<file path="src/rtl/pts_pkg.sv">
// Purpose: shared constants for the programmable timer set
// Assumes: 100 MHz system clock, 16-bit core I/O data path
// Notes: virtual indices are reached through the index/data port pair
package pts_pkg;
  // common I/O addresses seen by the core
  localparam logic [4:0] IO_STATUS = 5'h00;
  localparam logic [4:0] IO_INT_ENABLE = 5'h01;
  localparam logic [4:0] IO_INT_REQUEST = 5'h02;
  localparam logic [4:0] IO_VIRT_INDEX = 5'h1e;
  localparam logic [4:0] IO_VIRT_DATA = 5'h1f;
  // virtual register indices
  localparam logic [7:0] VIRT_TIMER_ONE = 8'h00;
  localparam logic [7:0] VIRT_TIMER_TWO = 8'h01;
  localparam logic [7:0] VIRT_RTC_DIV = 8'h02;
  localparam logic [7:0] VIRT_TRIG_CFG = 8'h03;
  // field positions
  localparam int STATUS_GIE_BIT = 7;
  localparam int REQ_PWM = 0;
  localparam int REQ_TIMER_ONE = 1;
  localparam int REQ_TIMER_TWO = 2;
  localparam int REQ_RTC = 3;
  localparam int REQ_BITS = 4;
  localparam int TRIG_ONE_LSB = 0;
  localparam int TRIG_TWO_LSB = 8;
  localparam int TRIG_EN_BIT = 0;
  localparam int TRIG_EDGE_BIT = 1;
  // reset values
  localparam logic [2:0] RTC_DIV_RESET = 3'h0;
  localparam logic [15:0] TRIG_CFG_RESET = 16'h0000;
  localparam logic [7:0] VIRT_INDEX_RESET = 8'h00;
  // rates and derived cycle counts
  localparam int CLK_FREQ_KHZ = 100000;
  localparam int TB_FREQ_KHZ = 32768;
  localparam int PWM_FREQ_KHZ = 32;
  localparam int PWM_DIV = TB_FREQ_KHZ / PWM_FREQ_KHZ;
  localparam int RTC_DIV_BITS = 12;

  // divider select to tap width; code 000 is the 2 ms period
  function automatic logic [3:0] rtc_tap(input logic [2:0] sel);
    logic [3:0] tap;
    tap = 4'h6;
    case (sel)
      3'h1: tap = 4'h1;
      3'h2: tap = 4'h2;
      3'h3: tap = 4'h3;
      3'h4: tap = 4'h5;
      3'h5: tap = 4'h7;
      3'h6: tap = 4'h8;
      3'h7: tap = 4'hc;
      default: tap = 4'h6;
    endcase
    return tap;
  endfunction
endpackage

</file>
<file path="src/rtl/pts_gp_timer.sv">
// Purpose: one reloadable 16-bit up-counter with optional pin clock
// Assumes: baseTick is a one-cycle pulse on clk; extPin is asynchronous
// Notes: running count holds the inverted reload so the period is reload+1
`timescale 1ns/10ps
module pts_gp_timer #(
  parameter int WIDTH = 16
) (
  input wire logic clk,
  input wire logic reset_n,
  input wire logic ce,
  input wire logic baseTick,
  input wire logic extPin,
  input wire logic trigEnable,
  input wire logic trigFalling,
  input wire logic load,
  input wire logic [WIDTH-1:0] loadValue,
  output logic timeout
);
  logic pinMeta;
  logic pinSync;
  logic pinPrev;
  logic [WIDTH-1:0] count;
  logic [WIDTH-1:0] reload;

  wire logic pinRise = pinSync & ~pinPrev;
  wire logic pinFall = ~pinSync & pinPrev;
  // RL14 pin trigger select
  wire logic extEdge = trigFalling ? pinFall : pinRise;
  wire logic countStep = trigEnable ? extEdge : baseTick;
  wire logic atTop = &count;

  always_ff @(posedge clk or negedge reset_n) begin
    if (!reset_n) begin
      pinMeta <= 1'b0;
      pinSync <= 1'b0;
      pinPrev <= 1'b0;
    end else if (ce) begin
      pinMeta <= extPin;
      pinSync <= pinMeta;
      pinPrev <= pinSync;
    end
  end

  always_ff @(posedge clk or negedge reset_n) begin
    if (!reset_n) begin
      count <= '0;
      reload <= '0;
      timeout <= 1'b0;
    end else if (ce) begin
      timeout <= countStep & atTop & ~load;
      if (load) begin
        // RL18 write loads both
        count <= ~loadValue;
        reload <= loadValue;
      end else if (countStep) begin
        // RL6 reload on time-out
        count <= atTop ? ~reload : count + 1'b1;
      end
    end
  end
endmodule

</file>
<file path="src/rtl/pts_timer_set.sv">
// Purpose: audio PWM timer, two general timers and RTC divider
// Assumes: core I/O port on clk; pins and 32 kHz inputs are asynchronous
// Notes: request flags and enables live here so ordering stays exact
// Operation
// RL1 - PWM timer requests at 32 kHz when enabled
// RL2 - auto FIFO divides PWM rate by length
// RL3 - general timers use fixed 32.768 MHz base
// RL4 - 16-bit write-only counter per timer
// RL5 - enabled timer time-out sets request flag
// RL6 - time-out reloads count, keeps counting up
// RL7 - interrupt asserts next clock when globally enabled
// RL8 - request rate is clock over reload+1
// RL9 - RTC input crystal or RC oscillator option
// RL10 - RTC holds a 12-bit divider
// RL11 - RTC period wakes halted core, else requests
// RL12 - wake default on; request 2 ms after reset
// RL13 - halt entry clears divider once
// RL14 - trigger bit0 enables pin, bit1 edge
// RL15 - flags set by hardware, cleared by software
// RL16 - software writes index, then data word
// RL17 - global enable gates all, cleared at reset
// RL18 - counter write loads count and reload
// RL19 - divider select picks eight taps, 000=2ms
`timescale 1ns/10ps
module pts_timer_set #(
  parameter int FIFO_LEN_BITS = 8
) (
  input wire logic clk,
  input wire logic reset_n,
  input wire logic ce,
  input wire logic [4:0] ioAddr,
  input wire logic ioWrite,
  input wire logic [15:0] ioWriteData,
  output logic [15:0] ioReadData,
  input wire logic timerOneExtPin,
  input wire logic timerTwoExtPin,
  input wire logic rtcXtalIn,
  input wire logic rtcRcOscIn,
  input wire logic rtcUseRcOsc,
  input wire logic rtcWakeDisable,
  input wire logic coreHalted,
  input wire logic fifoAutoEnable,
  input wire logic [FIFO_LEN_BITS-1:0] fifoLength,
  output logic timerIrq,
  output logic wakeCore
);
  logic [7:0] virtIndex;
  logic [2:0] rtcDivSelect;
  logic [15:0] trigConfig;
  logic globalEnable;
  logic [pts_pkg::REQ_BITS-1:0] enableBits;
  logic [pts_pkg::REQ_BITS-1:0] requestFlags;
  logic [16:0] tbPhase;
  logic tbTick;
  logic [9:0] pwmDiv;
  logic pwmTick;
  logic [FIFO_LEN_BITS-1:0] fifoCount;
  logic rtcMeta;
  logic rtcSync;
  logic rtcPrev;
  logic [pts_pkg::RTC_DIV_BITS-1:0] rtcDivider;
  logic haltPrev;
  logic timerOneOut;
  logic timerTwoOut;

  // register decode
  wire logic wrStrobe = ce & ioWrite;
  wire logic wrIndex = wrStrobe && ioAddr == pts_pkg::IO_VIRT_INDEX;
  wire logic wrData = wrStrobe && ioAddr == pts_pkg::IO_VIRT_DATA;
  wire logic wrStatus = wrStrobe && ioAddr == pts_pkg::IO_STATUS;
  wire logic wrEnable = wrStrobe && ioAddr == pts_pkg::IO_INT_ENABLE;
  wire logic wrRequest = wrStrobe && ioAddr == pts_pkg::IO_INT_REQUEST;
  // RL16 data goes to the last index
  wire logic loadOne = wrData && virtIndex == pts_pkg::VIRT_TIMER_ONE;
  wire logic loadTwo = wrData && virtIndex == pts_pkg::VIRT_TIMER_TWO;
  wire logic wrRtcDiv = wrData && virtIndex == pts_pkg::VIRT_RTC_DIV;
  wire logic wrTrig = wrData && virtIndex == pts_pkg::VIRT_TRIG_CFG;

  wire logic [15:0] readMux =
    (ioAddr == pts_pkg::IO_STATUS) ?
      16'(globalEnable) << pts_pkg::STATUS_GIE_BIT :
    (ioAddr == pts_pkg::IO_INT_ENABLE) ? 16'(enableBits) :
    (ioAddr == pts_pkg::IO_INT_REQUEST) ? 16'(requestFlags) : 16'h0000;

  // RL3 fractional divider for the 32.768 MHz base
  // one bit extra: phase plus step can pass the 17-bit range
  wire logic [17:0] tbSum = {1'b0, tbPhase} + 18'(pts_pkg::TB_FREQ_KHZ);
  wire logic tbWrap = tbSum >= 18'(pts_pkg::CLK_FREQ_KHZ);
  wire logic [16:0] next_tbPhase =
    17'(tbWrap ? tbSum - 18'(pts_pkg::CLK_FREQ_KHZ) : tbSum);

  // RL2 one request per fifoLength PWM periods
  wire logic fifoLast = fifoLength <= FIFO_LEN_BITS'(1) ||
    fifoCount >= fifoLength - FIFO_LEN_BITS'(1);
  wire logic pwmReq = pwmTick & (~fifoAutoEnable | fifoLast);

  // RL9 option picks the 32 kHz source before the synchroniser
  wire logic rtcRaw = rtcUseRcOsc ? rtcRcOscIn : rtcXtalIn;
  wire logic rtcTick = rtcSync & ~rtcPrev;
  // RL19 tap mask from divider select
  wire logic [3:0] rtcTap = pts_pkg::rtc_tap(rtcDivSelect);
  wire logic [pts_pkg::RTC_DIV_BITS-1:0] tapMask =
    (pts_pkg::RTC_DIV_BITS'(1) << rtcTap) - pts_pkg::RTC_DIV_BITS'(1);
  wire logic rtcPeriod = rtcTick && (rtcDivider & tapMask) == tapMask;
  wire logic haltEntry = coreHalted & ~haltPrev;

  // RL11 request only outside halt
  wire logic rtcReq = rtcPeriod & ~coreHalted;
  // RL5 timer flags gated by enable
  wire logic [pts_pkg::REQ_BITS-1:0] reqSet = {
    rtcReq,
    timerTwoOut & enableBits[pts_pkg::REQ_TIMER_TWO],
    timerOneOut & enableBits[pts_pkg::REQ_TIMER_ONE],
    pwmReq & enableBits[pts_pkg::REQ_PWM]};
  // RL15 software clears by writing zero; a new event wins
  wire logic [pts_pkg::REQ_BITS-1:0] next_requestFlags =
    (wrRequest ? requestFlags & ioWriteData[pts_pkg::REQ_BITS-1:0] :
     requestFlags) | reqSet;
  // RL17 global gate on enabled flags
  wire logic next_timerIrq = globalEnable & |(next_requestFlags & enableBits);

  always_ff @(posedge clk or negedge reset_n) begin
    if (!reset_n) begin
      virtIndex <= pts_pkg::VIRT_INDEX_RESET;
      rtcDivSelect <= pts_pkg::RTC_DIV_RESET;
      trigConfig <= pts_pkg::TRIG_CFG_RESET;
      globalEnable <= 1'b0;
      enableBits <= '0;
      ioReadData <= 16'h0000;
    end else if (ce) begin
      ioReadData <= readMux;
      if (wrIndex) virtIndex <= ioWriteData[7:0];
      if (wrRtcDiv) rtcDivSelect <= ioWriteData[2:0];
      if (wrTrig) trigConfig <= ioWriteData;
      if (wrStatus) globalEnable <= ioWriteData[pts_pkg::STATUS_GIE_BIT];
      if (wrEnable) enableBits <= ioWriteData[pts_pkg::REQ_BITS-1:0];
    end
  end

  always_ff @(posedge clk or negedge reset_n) begin
    if (!reset_n) begin
      tbPhase <= '0;
      tbTick <= 1'b0;
      pwmDiv <= '0;
      pwmTick <= 1'b0;
      fifoCount <= '0;
    end else if (ce) begin
      tbPhase <= next_tbPhase;
      tbTick <= tbWrap;
      pwmTick <= 1'b0;
      // RL1 1024 base ticks per 32 kHz period
      if (tbTick) begin
        pwmDiv <= (pwmDiv == 10'(pts_pkg::PWM_DIV - 1)) ? '0 : pwmDiv + 1'b1;
        pwmTick <= pwmDiv == 10'(pts_pkg::PWM_DIV - 1);
      end
      if (pwmTick) fifoCount <= pwmReq ? '0 : fifoCount + 1'b1;
    end
  end

  always_ff @(posedge clk or negedge reset_n) begin
    if (!reset_n) begin
      rtcMeta <= 1'b0;
      rtcSync <= 1'b0;
      rtcPrev <= 1'b0;
      rtcDivider <= '0;
      haltPrev <= 1'b0;
      wakeCore <= 1'b0;
      requestFlags <= '0;
      timerIrq <= 1'b0;
    end else if (ce) begin
      rtcMeta <= rtcRaw;
      rtcSync <= rtcMeta;
      rtcPrev <= rtcSync;
      haltPrev <= coreHalted;
      // RL13 halt entry restarts the divider
      if (haltEntry) rtcDivider <= '0;
      // RL10 12-bit divider
      else if (rtcTick) rtcDivider <= rtcDivider + 1'b1;
      // RL12 wake is on unless the option removes it
      wakeCore <= rtcPeriod & coreHalted & ~rtcWakeDisable;
      requestFlags <= next_requestFlags;
      // RL7 irq registers from next_requestFlags, so it rises in the same clock as the flag
      timerIrq <= next_timerIrq;
    end
  end

  // RL4 RL8 two counters share the base tick
  pts_gp_timer #(.WIDTH(16)) timerOne (
    .clk(clk),
    .reset_n(reset_n),
    .ce(ce),
    .baseTick(tbTick),
    .extPin(timerOneExtPin),
    .trigEnable(trigConfig[pts_pkg::TRIG_ONE_LSB + pts_pkg::TRIG_EN_BIT]),
    .trigFalling(trigConfig[pts_pkg::TRIG_ONE_LSB + pts_pkg::TRIG_EDGE_BIT]),
    .load(loadOne),
    .loadValue(ioWriteData),
    .timeout(timerOneOut)
  );

  pts_gp_timer #(.WIDTH(16)) timerTwo (
    .clk(clk),
    .reset_n(reset_n),
    .ce(ce),
    .baseTick(tbTick),
    .extPin(timerTwoExtPin),
    .trigEnable(trigConfig[pts_pkg::TRIG_TWO_LSB + pts_pkg::TRIG_EN_BIT]),
    .trigFalling(trigConfig[pts_pkg::TRIG_TWO_LSB + pts_pkg::TRIG_EDGE_BIT]),
    .load(loadTwo),
    .loadValue(ioWriteData),
    .timeout(timerTwoOut)
  );
endmodule

</file>
<file path="config.mk">
export PLATFORM = sky130hd
export DESIGN_NAME = pts_timer_set
export DESIGN_NICKNAME = d
export VERILOG_FILES = /design/src/rtl/pts_pkg.sv /design/src/rtl/pts_gp_timer.sv /design/src/rtl/pts_timer_set.sv
export SDC_FILE = /design/constraint.sdc
export NUM_CORES = 1
export LEC_CHECK = 0
export ABC_AREA = 1
export BUFFER_PORTS_ARGS = -buffer_cell sky130_fd_sc_hd__buf_2
export CORE_UTILIZATION = 55
export DETAILED_ROUTE_END_ITERATION = 6
export PLACE_DENSITY = 0.82
export SKIP_LAST_GASP = 1
export SLEW_MARGIN = 20
export SYNTH_ARGS = -nofsm -noshare
export SYNTH_HDL_FRONTEND = slang
export SYNTH_SLANG_ARGS = --single-unit
</file>
<file path="constraint.sdc">
create_clock -name clk -period 1.9 [get_ports clk]
set_clock_uncertainty 0.2 [all_clocks]
set_input_delay 0.095 -clock clk [delete_from_list [all_inputs] [get_ports clk]]
set_output_delay 0.095 -clock clk [all_outputs]
set_load 0.05 [all_outputs]
</file>
==> parameters.txt <==
Parameter                              Value

Placement
  Weighted congestion reported at the end of routability-driven placement    0.870
  I/O Buffers    47
  Post-placement cell count    1,354
  Setup slack after placement    -412 ps
  DPL Wire Length    14,000 um

Layout
  Share of the core filled with cells    75.7%
  Number of standard cells in the final layout excluding fillers    1,459
  Diodes inserted    0
  Fraction of layout instances using a drive strength above 1    29.0%
  Nets    1,319
  Area growth from synthesis to layout    33.8%

Setup path
  Required time at the worst-slack endpoint    2020 ps
  Nature of the critical path startpoint    flip-flop
  Crit Path Category    reg2reg
  Arrival time reported for the critical path endpoint    2340 ps
  Highest fanout seen on the critical path    2
  Capturing element type of the critical path    flip-flop

GRT
  Global-route wire length before repair    36,800 um
  Number of global-route vias before repair    7,767
  Overall track demand over capacity in global routing    28.7%
  Number of antenna violations at the first check in global routing    0
  Maximum number of pins on one net before global-route repair    42
  Overflow left after global routing    0

Synth
  Share of flip-flops with an asynchronous set or reset    100%
  Largest area contributor in the netlist    sky130_fd_sc_hd__dfrtp_1
  Flip-flop and latch count after synthesis    151
  EDFF count, synth    0
  Mean Syn Cell Area    8.00 um^2
  Post-Syn Instances    1,075
  Number of synthesis warnings    0
  Post-synthesis cell area    8600 um^2
  Distinct cell type count after synthesis    64
  Sequential fraction of the synthesis area    44.0%
  Ys flop type    sky130_fd_sc_hd__dfrtp_1
  Most numerous cell types in the synthesized netlist    sky130_fd_sc_hd__nand2_1, sky130_fd_sc_hd__dfrtp_1, sky130_fd_sc_hd__inv_1
  Yosys top cell area share    44.0%
  Dominant cells by area after synthesis    sky130_fd_sc_hd__dfrtp_1, sky130_fd_sc_hd__nand2_1, sky130_fd_sc_hd__o21ai_0
  Most frequent cell after synthesis    sky130_fd_sc_hd__nand2_1

Routing
  Total wire length    27,800 um
  Number of nets with antenna violations after routing    0
  Routed via count    8,809
  DRC violation count after routing    1
  Detailed-router iteration count before antenna repair    7
  Wire length per cell after detailed routing    19.1 um
  Iteration-0 DRC count of the detailed router    934
  Via count normalized by instance count    6.04

Clock network
  Root buffer cell    sky130_fd_sc_hd__clkbuf_16
  Htree depth    4
  Total CTS buffers    17
  Number of hold-repair buffers added at the cts stage    34
  Clock Latency Late Sink    430 ps
  Longest Clk Path Bufs    2
  CTS clock-pin slew for the worst setup and hold paths    70 ps
  Sink Count    151
  CTS tree    yes

STA
  RSZ-0062 raised after global routing    yes
  Final setup viols    63
  Final critical-path share of the clock period    117%
  Hold WS    -30.7 ps
  Final Critical Period    2220 ps
  Max-slew headroom at the worst pin    41.4%
  Count of final max-slew check failures    0
  Endpoints failing hold    34
  Top achievable clock speed    0.451 GHz
  Slew at the pin with the worst max-slew slack    876 ps
  Crit path setup slack, layout    -316 ps

Worst hold path
  Min-Delay Path Class    in2async

Status
  Violated checks    design-rule violations, negative hold slack, negative setup slack
  Status    complete, but fails checks

Flow run
  MaxCap Viol Count    0

Floorplan
  Chip height    127 um
  Horizontal die dimension    127 um
  Initial core utilization    56.6%
  Core ar.    15,200 um^2
  Number of cell rows    45
  I/O pin count    59
  Die ar.    16,100 um^2

Power
  Maximum VDD drop    782 uV
  Ratio of total power to cell area    1070 nW/um^2
  Leak Pwr    5.59 nW
==> layout by cell type (no fill, tap or decap), types with 9 or more instances in the layout <==
cell type,synthesis,layout
sky130_fd_sc_hd__o21ai_1,23,27
sky130_fd_sc_hd__nor3_1,18,10
sky130_fd_sc_hd__nor3_4,5,9
sky130_fd_sc_hd__nand2_1,253,227
sky130_fd_sc_hd__xor2_1,23,20
sky130_fd_sc_hd__a21oi_1,48,38
sky130_fd_sc_hd__nand3_2,5,13
sky130_fd_sc_hd__nand4_1,19,19
sky130_fd_sc_hd__inv_2,9,13
sky130_fd_sc_hd__nor2_2,7,19
sky130_fd_sc_hd__buf_12,0,9
sky130_fd_sc_hd__a21oi_2,0,10
sky130_fd_sc_hd__ha_1,20,14
sky130_fd_sc_hd__buf_4,13,79
sky130_fd_sc_hd__buf_6,5,15
sky130_fd_sc_hd__dlygate4sd3_1,0,34
sky130_fd_sc_hd__buf_2,5,43
sky130_fd_sc_hd__nand2_4,5,11
sky130_fd_sc_hd__o21ai_0,96,81
sky130_fd_sc_hd__conb_1,2,12
sky130_fd_sc_hd__nor2_4,5,13
sky130_fd_sc_hd__inv_1,118,110
sky130_fd_sc_hd__nor2_1,81,61
sky130_fd_sc_hd__clkbuf_16,0,20
sky130_fd_sc_hd__nand3_1,57,45
sky130_fd_sc_hd__nand2_2,7,27
sky130_fd_sc_hd__dfrtp_1,151,148
sky130_fd_sc_hd__o21ai_2,3,13
==> cells by family (layout without fill, tap and decap cells) <==
group           Yosys count  in the layout  synth area share, %
buf+inv                 166            349                 8.44
other cells               2             12               0.0874
fa+ha+maj                20             20                 2.91
compound gates          208            210                 13.6
flops                   151            151                 44.0
xor+xnor                 31             31                 3.16
mux                       3              3                0.364
simple gates            494            495                 27.5
==> final cells by class <==
class,count,area [um^2]
timing repair inverter,2,11.3
inverter,132,536
timing repair buffer,183,1570
clock buffer,21,460
fill,881,3700
multi-input combinational,771,4760
clock inverter,11,148
tap,188,235
sequential,151,3780
==> per-stage QoR <==
stage               setup TNS [ps]  total power [mW]  cell area [um^2]  hold WS, ps
floorplan                    -31.9              6.61              8660         -401
global placement             -2260              7.38              9540         -139
detailed placement           -3430              7.51              9540         -135
CTS                           -130              11.3             10700        -30.1
global route                -11520              12.9             11500        -3.46
finish                       -5070              12.3             11500        -30.7
==> flip-flops by register name (all words and copies together), names as in the netlist, 3 cells and up <==
name             count
fifoCount            8
ioReadData           5
rtcDivSelect         3
timerTwo.count      16
pwmDiv              10
virtIndex            8
tbPhase             12
timerOne.count      16
timerTwo.reload     16
rtcDivider          12
trigConfig           4
requestFlags         4
enableBits           4
timerOne.reload     16
==> where the power goes <==
group | internal (mW) | switching (mW) | total [mW]
registers | 3.83 | 0.651 | 4.48
logic | 1.72 | 2.53 | 4.25
clock network | 2.14 | 1.43 | 3.57
total | 7.68 | 4.61 | 12.3
==> per-layer routing <==
layer	GRT usage [%]	wire length, um
met3	4.69	2220
met4	13.2	1400
met2	48.6	13900
met1	36.3	10300
met5	0	0
==> repair_timing <==
action,4_1_cts,5_1_grt
buffers inserted,5,26
resized for setup,32,150
setup endpoints to repair,28,75
hold endpoints to repair,257,34
gates cloned,3,7
pin swaps,18,63
==> worst paths after layout <==
| check | from | end | slack [ps] | cells past startpoint |
|---|---|---|---|---|
| min in group clk | ioAddr[3] | virtIndex[1] | 10 | 4 |
| worst min-delay path | reset_n | tbPhase[11] | -30 | 2 |
| worst max-delay path | fifoCount[7] | timerIrq | -320 | 10 |
| worst max register to register | fifoCount[7] | timerIrq | -320 | 10 |
| max in group asynchronous | reset_n | tbPhase[14] | 190 | 3 |
| worst min register to register | pwmDiv[6] | pwmDiv[6] | 270 | 1 |
==> critical path, cell delays in order, from the launching register on <==
cell	delay [ps]
sky130_fd_sc_hd__dfrtp_1	400
sky130_fd_sc_hd__ha_1	320
sky130_fd_sc_hd__a21o_1	170
sky130_fd_sc_hd__nor2_1	110
sky130_fd_sc_hd__nand4_1	210
sky130_fd_sc_hd__o21bai_1	250
sky130_fd_sc_hd__nand2_1	130
sky130_fd_sc_hd__nand2_1	100
sky130_fd_sc_hd__nand2_1	80
sky130_fd_sc_hd__nand2_1	90
sky130_fd_sc_hd__nand2_1	50
Note: power is estimated with default switching activity, not from simulation.
